### src/common/mppwm_regs.svh
`ifndef MPPWM_REGS_SVH
`define MPPWM_REGS_SVH
`define MPPWM_OFS_CTRL      12'h000
`define MPPWM_OFS_PERIOD    12'h004
`define MPPWM_OFS_PRESCALE  12'h008
`define MPPWM_OFS_REPEAT    12'h00C
`define MPPWM_OFS_INIT      12'h010
`define MPPWM_OFS_OUTEN     12'h014
`define MPPWM_OFS_STATUS    12'h018
`define MPPWM_OFS_IRQMASK   12'h01C
`define MPPWM_OFS_STATE     12'h020
`define MPPWM_OFS_TOGGLE    12'h100
`define MPPWM_OFS_TOG_END   12'h1FC
`define MPPWM_CTRL_RUN      0
`define MPPWM_CTRL_PRE_EN   1
`define MPPWM_CTRL_CONT     2
`define MPPWM_CTRL_TRIG_SEL 3
`define MPPWM_CTRL_START    4
`define MPPWM_ST_DONE       0
`define MPPWM_ST_CYCLE      1
`define MPPWM_PERIOD_RST    16'hFFFF
`define MPPWM_REPEAT_RST    8'h01
`define MPPWM_TOG_RST       16'hFFFF
`define MPPWM_TOG_IDX_LSB   2
`define MPPWM_TOG_EDGE_W    3
`define MPPWM_TOG_CH_LSB    5
`endif

### src/common/mppwm_pkg.sv
package mppwm_pkg;
  typedef enum logic [1:0] {
    MPPWM_IDLE,
    MPPWM_ARMED,
    MPPWM_RUNNING
  } mppwm_state_t;

  typedef struct packed {
    logic        run;
    logic        pre_en;
    logic        cont;
    logic        trig_sel;
    logic [15:0] period;
    logic [7:0]  prescale;
    logic [7:0]  repeat_cnt;
    logic [7:0]  init_lvl;
    logic [7:0]  out_en;
  } mppwm_cfg_t;

  typedef struct packed {
    logic        psel;
    logic        penable;
    logic        pwrite;
    logic [11:0] paddr;
    logic [31:0] pwdata;
  } mppwm_apb_req_t;
endpackage

### src/mppwm_top.sv
// Contract
// - Eight independent outputs from one shared period counter and own toggle points.
// - Sixteen-bit counter sets cycle length; programmed terminal count defines period.
// - Counter advances each clock or after optional eight-bit prescaler division.
// - Each output supports up to four pulses, eight toggle edges per cycle.
// - Output inverts when counter value equals one of its toggle values.
// - Each output starts every cycle at its configured initial level.
// - Each output has an enable; disabled outputs do not show the waveform.
// - Run continuously while enabled, or run 1 to 255 cycles then stop.
// - Sequence starts on software command or external trigger, per configuration.
//
// The APB register port and the placing of the registers are this design's own decisions.
`include "mppwm_regs.svh"
module mppwm_top #(
  parameter int CHANNELS = 8,
  parameter int EDGES    = 8
) (
  input  wire logic                sys_clk,
  input  wire logic                sys_rst,
  input  wire logic                psel,
  input  wire logic                penable,
  input  wire logic                pwrite,
  input  wire logic [11:0]         paddr,
  input  wire logic [31:0]         pwdata,
  output logic      [31:0]         prdata,
  output logic                     pready,
  output logic                     pslverr,
  input  wire logic                trig_in,
  output logic      [CHANNELS-1:0] pwm_out,
  output logic                     irq
);
  mppwm_pkg::mppwm_cfg_t     cfg;
  mppwm_pkg::mppwm_state_t   state;
  mppwm_pkg::mppwm_state_t   next_state;
  mppwm_pkg::mppwm_apb_req_t req;
  logic [15:0] count;
  logic [7:0]  pre_cnt;
  logic [7:0]  cycles_left;
  logic [1:0]  status;
  logic [1:0]  irq_mask;
  logic [15:0] toggle_mem [CHANNELS*EDGES];
  logic        trig_q;

  logic wr_en;
  logic rd_en;
  logic sel_ctrl;
  logic sel_period;
  logic sel_pre;
  logic sel_rep;
  logic sel_init;
  logic sel_outen;
  logic sel_status;
  logic sel_mask;
  logic sel_state;
  logic sel_tog;
  logic mapped;
  logic [5:0] tog_idx;
  logic sw_start;
  logic trig_rise;
  logic start_evt;
  logic tick;
  logic term;
  logic cycle_end;
  logic last_cycle;
  logic done_evt;
  logic reload;
  logic running;
  logic [31:0] rd_mux;

  assign req = '{psel: psel, penable: penable, pwrite: pwrite, paddr: paddr, pwdata: pwdata};
  assign pready  = 1'b1;
  assign wr_en   = req.psel & req.penable & req.pwrite;
  assign rd_en   = req.psel & ~req.penable & ~req.pwrite;

  assign sel_ctrl   = req.paddr == `MPPWM_OFS_CTRL;
  assign sel_period = req.paddr == `MPPWM_OFS_PERIOD;
  assign sel_pre    = req.paddr == `MPPWM_OFS_PRESCALE;
  assign sel_rep    = req.paddr == `MPPWM_OFS_REPEAT;
  assign sel_init   = req.paddr == `MPPWM_OFS_INIT;
  assign sel_outen  = req.paddr == `MPPWM_OFS_OUTEN;
  assign sel_status = req.paddr == `MPPWM_OFS_STATUS;
  assign sel_mask   = req.paddr == `MPPWM_OFS_IRQMASK;
  assign sel_state  = req.paddr == `MPPWM_OFS_STATE;
  assign sel_tog    = (req.paddr >= `MPPWM_OFS_TOGGLE) && (req.paddr <= `MPPWM_OFS_TOG_END)
                      && (req.paddr[1:0] == 2'h0);
  assign tog_idx    = req.paddr[`MPPWM_TOG_IDX_LSB +: 6];
  assign mapped     = sel_ctrl | sel_period | sel_pre | sel_rep | sel_init | sel_outen
                      | sel_status | sel_mask | sel_state | sel_tog;
  assign pslverr    = req.psel & req.penable & ~mapped;

  // Start sources
  assign sw_start  = wr_en & sel_ctrl & pwdata[`MPPWM_CTRL_START];
  assign trig_rise = trig_in & ~trig_q;
  assign start_evt = cfg.trig_sel ? trig_rise : sw_start;

  // Timebase
  assign tick       = running & (~cfg.pre_en | (pre_cnt == cfg.prescale));
  assign term       = count == cfg.period;
  assign cycle_end  = tick & term;
  assign last_cycle = ~cfg.cont & (cycles_left <= 8'h01);
  assign done_evt   = cycle_end & last_cycle;
  assign running    = state == mppwm_pkg::MPPWM_RUNNING;
  assign reload     = (state == mppwm_pkg::MPPWM_ARMED) | (cycle_end & ~last_cycle);

  always_comb begin
    next_state = state;
    case (state)
      mppwm_pkg::MPPWM_IDLE: begin
        if (cfg.run && start_evt) begin
          next_state = mppwm_pkg::MPPWM_ARMED;
        end
      end
      mppwm_pkg::MPPWM_ARMED: begin
        next_state = mppwm_pkg::MPPWM_RUNNING;
      end
      mppwm_pkg::MPPWM_RUNNING: begin
        if (!cfg.run || done_evt) begin
          next_state = mppwm_pkg::MPPWM_IDLE;
        end
      end
      default: begin
        next_state = mppwm_pkg::MPPWM_IDLE;
      end
    endcase
  end

  always_ff @(posedge sys_clk) begin
    if (sys_rst) begin
      state  <= mppwm_pkg::MPPWM_IDLE;
      trig_q <= 1'b0;
    end else begin
      state  <= next_state;
      trig_q <= trig_in;
    end
  end

  always_ff @(posedge sys_clk) begin
    if (sys_rst || !running) begin
      pre_cnt <= 8'h00;
    end else if (tick) begin
      pre_cnt <= 8'h00;
    end else begin
      pre_cnt <= pre_cnt + 8'h01;
    end
  end

  always_ff @(posedge sys_clk) begin
    if (sys_rst || !running) begin
      count <= 16'h0000;
    end else if (cycle_end) begin
      count <= 16'h0000;
    end else if (tick) begin
      count <= count + 16'h0001;
    end
  end

  always_ff @(posedge sys_clk) begin
    if (sys_rst) begin
      cycles_left <= `MPPWM_REPEAT_RST;
    end else if (state == mppwm_pkg::MPPWM_ARMED) begin
      cycles_left <= cfg.repeat_cnt;
    end else if (cycle_end && cycles_left != 8'h00) begin
      cycles_left <= cycles_left - 8'h01;
    end
  end

  // Configuration registers
  always_ff @(posedge sys_clk) begin
    if (sys_rst) begin
      cfg <= '{run: 1'b0, pre_en: 1'b0, cont: 1'b0, trig_sel: 1'b0,
               period: `MPPWM_PERIOD_RST, prescale: 8'h00,
               repeat_cnt: `MPPWM_REPEAT_RST, init_lvl: 8'h00, out_en: 8'h00};
      irq_mask <= 2'h0;
    end else if (wr_en) begin
      if (sel_ctrl) begin
        cfg.run      <= pwdata[`MPPWM_CTRL_RUN];
        cfg.pre_en   <= pwdata[`MPPWM_CTRL_PRE_EN];
        cfg.cont     <= pwdata[`MPPWM_CTRL_CONT];
        cfg.trig_sel <= pwdata[`MPPWM_CTRL_TRIG_SEL];
      end
      if (sel_period) begin
        cfg.period <= pwdata[15:0];
      end
      if (sel_pre) begin
        cfg.prescale <= pwdata[7:0];
      end
      if (sel_rep && pwdata[7:0] != 8'h00) begin
        cfg.repeat_cnt <= pwdata[7:0];
      end
      if (sel_init) begin
        cfg.init_lvl <= pwdata[7:0];
      end
      if (sel_outen) begin
        cfg.out_en <= pwdata[7:0];
      end
      if (sel_mask) begin
        irq_mask <= pwdata[1:0];
      end
    end
  end

  always_ff @(posedge sys_clk) begin
    if (sys_rst) begin
      for (int i = 0; i < CHANNELS*EDGES; i++) begin
        toggle_mem[i] <= `MPPWM_TOG_RST;
      end
    end else if (wr_en && sel_tog) begin
      toggle_mem[tog_idx] <= pwdata[15:0];
    end
  end

  // Sticky status, set wins over clear
  always_ff @(posedge sys_clk) begin
    if (sys_rst) begin
      status <= 2'h0;
    end else begin
      status[`MPPWM_ST_DONE] <= done_evt | (status[`MPPWM_ST_DONE]
        & ~(wr_en & sel_status & pwdata[`MPPWM_ST_DONE]));
      status[`MPPWM_ST_CYCLE] <= cycle_end | (status[`MPPWM_ST_CYCLE]
        & ~(wr_en & sel_status & pwdata[`MPPWM_ST_CYCLE]));
    end
  end

  assign irq = |(status & irq_mask);

  always_comb begin
    rd_mux = 32'h0000_0000;
    if (sel_ctrl) begin
      rd_mux = {28'h0, cfg.trig_sel, cfg.cont, cfg.pre_en, cfg.run};
    end else if (sel_period) begin
      rd_mux = {16'h0, cfg.period};
    end else if (sel_pre) begin
      rd_mux = {24'h0, cfg.prescale};
    end else if (sel_rep) begin
      rd_mux = {24'h0, cfg.repeat_cnt};
    end else if (sel_init) begin
      rd_mux = {24'h0, cfg.init_lvl};
    end else if (sel_outen) begin
      rd_mux = {24'h0, cfg.out_en};
    end else if (sel_status) begin
      rd_mux = {30'h0, status};
    end else if (sel_mask) begin
      rd_mux = {30'h0, irq_mask};
    end else if (sel_state) begin
      rd_mux = {6'h0, cycles_left, running, 1'b0, count};
    end else if (sel_tog) begin
      rd_mux = {16'h0, toggle_mem[tog_idx]};
    end
  end

  always_ff @(posedge sys_clk) begin
    if (sys_rst) begin
      prdata <= 32'h0000_0000;
    end else if (rd_en) begin
      prdata <= rd_mux;
    end
  end

  for (genvar c = 0; c < CHANNELS; c++) begin : g_ch
    logic [EDGES*16-1:0] tog_flat;
    for (genvar e = 0; e < EDGES; e++) begin : g_e
      assign tog_flat[e*16 +: 16] = toggle_mem[c*EDGES + e];
    end
    mppwm_channel #(.EDGES(EDGES)) u_ch (
      .sys_clk  (sys_clk),
      .sys_rst  (sys_rst),
      .count    (count),
      .tick     (tick),
      .reload   (reload),
      .init_lvl (cfg.init_lvl[c]),
      .out_en   (cfg.out_en[c]),
      .toggles  (tog_flat),
      .pwm_out  (pwm_out[c])
    );
  end
endmodule

### src/mppwm_channel.sv
`include "mppwm_regs.svh"
module mppwm_channel #(
  parameter int EDGES = 8
) (
  input  wire logic                  sys_clk,
  input  wire logic                  sys_rst,
  input  wire logic [15:0]           count,
  input  wire logic                  tick,
  input  wire logic                  reload,
  input  wire logic                  init_lvl,
  input  wire logic                  out_en,
  input  wire logic [EDGES*16-1:0]   toggles,
  output logic                       pwm_out
);
  logic level;
  logic hit;

  function automatic logic any_match(input logic [15:0] c,
                                     input logic [EDGES*16-1:0] t);
    logic m;
    m = 1'b0;
    for (int i = 0; i < EDGES; i++) begin
      m = m | (t[i*16 +: 16] == c);
    end
    return m;
  endfunction

  assign hit = tick & any_match(count, toggles);

  always_ff @(posedge sys_clk) begin
    if (sys_rst) begin
      level <= 1'b0;
    end else if (reload) begin
      level <= init_lvl;
    end else if (hit) begin
      level <= ~level;
    end
  end

  // Gated output held low when disabled
  always_ff @(posedge sys_clk) begin
    if (sys_rst) begin
      pwm_out <= 1'b0;
    end else begin
      pwm_out <= out_en & (reload ? init_lvl : (hit ? ~level : level));
    end
  end
endmodule

### config.mk
export PLATFORM = sky130hd
export DESIGN_NAME = mppwm_top
export DESIGN_NICKNAME = d
export VERILOG_FILES = /design/src/common/mppwm_pkg.sv /design/src/mppwm_top.sv /design/src/mppwm_channel.sv
export VERILOG_INCLUDE_DIRS = /design/src /design/src/common
export SDC_FILE = /design/constraint.sdc
export NUM_CORES = 2
export LEC_CHECK = 0
export BUFFER_PORTS_ARGS = -buffer_cell sky130_fd_sc_hd__buf_2
export CORE_ASPECT_RATIO = 0.6
export CORE_UTILIZATION = 55
export DETAILED_ROUTE_END_ITERATION = 10
export PLACE_DENSITY = 0.71
export SLEW_MARGIN = 40
export SYNTH_ARGS = -nofsm -noshare
export SYNTH_HDL_FRONTEND = slang
export SYNTH_HIERARCHICAL = 1
export SYNTH_SLANG_ARGS = --single-unit
### constraint.sdc
create_clock -name sys_clk -period 3.7 [get_ports sys_clk]
set_clock_uncertainty 0.15 [all_clocks]
set_input_delay 0.555 -clock sys_clk [delete_from_list [all_inputs] [get_ports sys_clk]]
set_output_delay 0.555 -clock sys_clk [all_outputs]
set_load 0.02 [all_outputs]
==> summary.md <==
| Metric | Value |
|---|---|
| Net Sw Frac | 25.86% |
| CP Max Fanout | 24 |
| Root buffer cell | clkbuf_16 |
| CTS clk-pin slew, worst paths | 60 ps |
| Setup Total Neg Slack | 0 ps |
| Internal | 21960 uW |
| Initial DRT Pass Iterations | 6 |
| Synthesized netlist cell count | 5406 |
| Reg-to-Reg End | g_ch[7].u_ch/pwm_out |
| Number of clock sinks | 1156 |
| Worst path slowest cell | a2111oi_2 |
| Fin. Hold Viols | 0 |
| Total net switching power | 7659 uW |
| Commonest non-fill, non-tap cell in the layout | xor2_1 |
| Area contributors post-synth | edfxtp_1, xor2_1, mux4_2 |
| DIE WIDTH | 449.3 um |
| First-pass GRT wire length | 338.7 mm |
| Site row count | 98 |
| Total core area | 119100 um2 |
| Die height | 270.4 um |
| Warnings, synthesis | 6 |
| Synth Flop Type | edfxtp_1 |
| Maximum clock frequency | 0.2870 GHz |
| Commonest cells after routing, fill and taps aside | xor2_1, edfxtp_1, or2_2 |
| Crit path from | count[14] |
| FFs w/ async S/R, synth | 0% |
| Average wire per standard cell | 33.78 um |
| Setup violators final | 0 |
| Area Overhead vs Synth | 10.87% |
| Initial antenna violation count | 24 |
| Status | complete, no violations |
| Post-DP HPWL | 171.1 mm |
| Avg Cell Area, Syn | 12.21 um2 |
| Grt ovf | 0 |
| RSZ-0062 raised after global routing | no |
| Port Buffers | 68 |
| CP endpoint kind | flip-flop |
| Worst R2R Path Depth | 9 |
| Pin count of the biggest net entering global routing | 106 |
| Yosys reg bits | 1156 |
| Ratio of cells with drive above 1 in the final layout | 28.99% |
| Clock latency on the worst-skew pair | 760 ps |
| Worst path cell trace | buf_12 -> buf_4 -> xor2_1 -> nor4_1 -> nand4_1 -> nand4_1 -> o21ai_1 -> xor2_1 -> a2111oi_2 |
| Post-CTS sizing | 0 |
| Initial cell density of the core | 55.45% |
| Maximum VDD drop | 0.3792 mV |
| Reg2Reg Launch Point | count[14] |
| Via count of the first global-routing pass | 44680 |
| Crit path to | g_ch[7].u_ch/pwm_out |
| Fin crit period | 3484 ps |
| Yosys cell types | 78 |
| Worst path arrival time | 3920 ps |
| Sequential Power Share | 51.5% |
| Required time of the critical path | 4140 ps |
| Gr usage total | 39.27% |
| Vias per Instance | 6.743 |
| Largest area contributor in the netlist | edfxtp_1 |
| Actual slew at the worst max-slew pin | 938.5 ps |
| Mapped cell area | 66020 um2 |
| HP Start | pwdata[1] |
| R2R setup slack | 220 ps |
| Place WS | 27.34 ps |
| CTS tree | done |
| Num ports | 93 |
| # fillers | 9270 |
| GP Congestion | 1.044 |
| ANT nets after route | 0 |
| Hold_buf cts | 1 |
| Largest buffer count on any clock path | 3 |
| Post-CTS setup buffer count | 0 |
| PnR worst setup slack | 216.1 ps |
| Max-Cap Viols | 0 |
| Max H-tree Level | 3 |
| Largest stage delay on the critical path | 610 ps |
| Leak pwr | 0.02723 uW |
| Final WL | 242.2 mm |
| Crit path launch type | flip-flop |
| Die area | 121500 um2 |
| Headroom to the max-slew limit | 37.20% |
| PD cells | 404.7 nW/um2 |
| Hold WC Path Type | in2reg |
| Clock share of power | 38.3% |
| Num CTS Buffers | 108 |
| Vias | 48350 |
| Post-synth top area share | 46.58% |
| Register area share after synthesis | 50.58% |
| DRC | 0 |
| Iter 0 DRT Violations | 9470 |
| Nets | 5528 |
| Critical path class | reg2reg |
| Max Slew Vio Count | 0 |
| Fin crit share | 94.16% |
| Logic pwr share | 10.3% |
| EDFF count, synth | 1024 |
==> kinds of logic (layout without fill, tap and decap cells) <==
kind of cell,Yosys count,in the layout,share of synthesized area [%]
other,2,14,0.01138
adder cells (fa/ha/maj),4,4,0.07581
AND/OR/NAND/NOR,1978,1978,17.40
flip-flops,1156,1156,50.58
AO/OA/AOI/OAI,281,281,2.968
multiplexers,364,364,10.26
buffers and inverters,545,697,4.424
XOR/XNOR,1076,1076,14.28
==> power groups by stage <==
stage	clock, uW	sequential, uW	combinational [uW]
detailed placement	0	15500	2880
CTS	11300	15200	2900
global route	11800	15300	3090
global placement	0	15500	2850
finish	11300	15200	3040
floorplan	0	15300	1640
==> cell usage after synthesis, types with 27 or more instances <==
cell      count
a21oi_1      69
a22oi_1      34
buf_2        93
buf_6        88
clkbuf_1    282
dfxtp_1     132
edfxtp_1   1024
inv_1        27
mux2i_1     102
mux4_2      249
nand2_1     224
nand2b_1     90
nand3_1     139
nand4_1     111
nor2_1      124
nor2b_1      29
nor4_1      264
or2_2       671
or3_1       200
xnor2_1      33
xor2_1     1043
==> critical path, delay by kind of cell (launching register included) <==
family | cells | cell delay (ps)
xor+xnor | 2 | 380
flops | 1 | 550
buf+inv | 2 | 530
compound gates | 2 | 830
simple gates | 3 | 810
==> flip-flops by register name (all words and copies together) (netlist names) <==
signal / count
status: 2
g_ch.u_ch/level: 8
state: 2
prdata: 25
toggle_mem: 1024
cfg: 52
irq_mask: 2
cycles_left: 8
trig_q: 1
pre_cnt: 8
count: 16
g_ch.u_ch/pwm_out: 8
==> worst min path at each step <==
| stage | cells after the start | end | slack [ps] |
|---|---|---|---|
| detailed placement | 2 | prdata[17] | 290 |
| global route | 3 | cfg[9] | 50 |
| floorplan | 2 | cfg[20] | 290 |
| finish | 3 | cfg[9] | 50 |
| CTS | 3 | cfg[9] | 4 |
| global placement | 2 | prdata[17] | 290 |
==> through the flow <==
step / hold WS [ps] / instance area (um2) / total power [uW] / utilization [%] / instances
2_1_floorplan: 291.7 / 66040 / 16950 / - / 5412
6_report: 46.00 / 73190 / 29620 / 61.47 / 7170
4_1_cts: 4.302 / 73160 / 29440 / 61.45 / 7163
5_1_grt: 49.43 / 73190 / 30150 / 61.47 / 7169
3_3_place_gp: 290.0 / 69710 / 18330 / 58.55 / 6962
3_5_place_dp: 291.5 / 69720 / 18380 / 58.56 / 6962
==> layer usage <==
| metal | vias up | routed length, um | global-route usage (%) |
|---|---|---|---|
| met3 | 491 | 45140 | 17.11 |
| li1 | 19650 | - | - |
| met1 | 24070 | 95990 | 59.09 |
| met5 | - | 119 | 0 |
| met2 | 4124 | 92770 | 50.19 |
| met4 | 20 | 8190 | 11.73 |
==> area by class of cell <==
type	instances	area (um2)	share of cell area, %
inverters	30	112.6	0.1539
diodes	6	15.01	0.02051
clock buffers	132	2856	3.903
multi-input cells	3711	29800	40.71
clock inverters	68	576.8	0.7881
flip-flops and latches	1156	33450	45.70
repair buffers	467	4378	5.981
well taps	1600	2002	2.735
No activity file was read; power rests on OpenSTA's default activity.
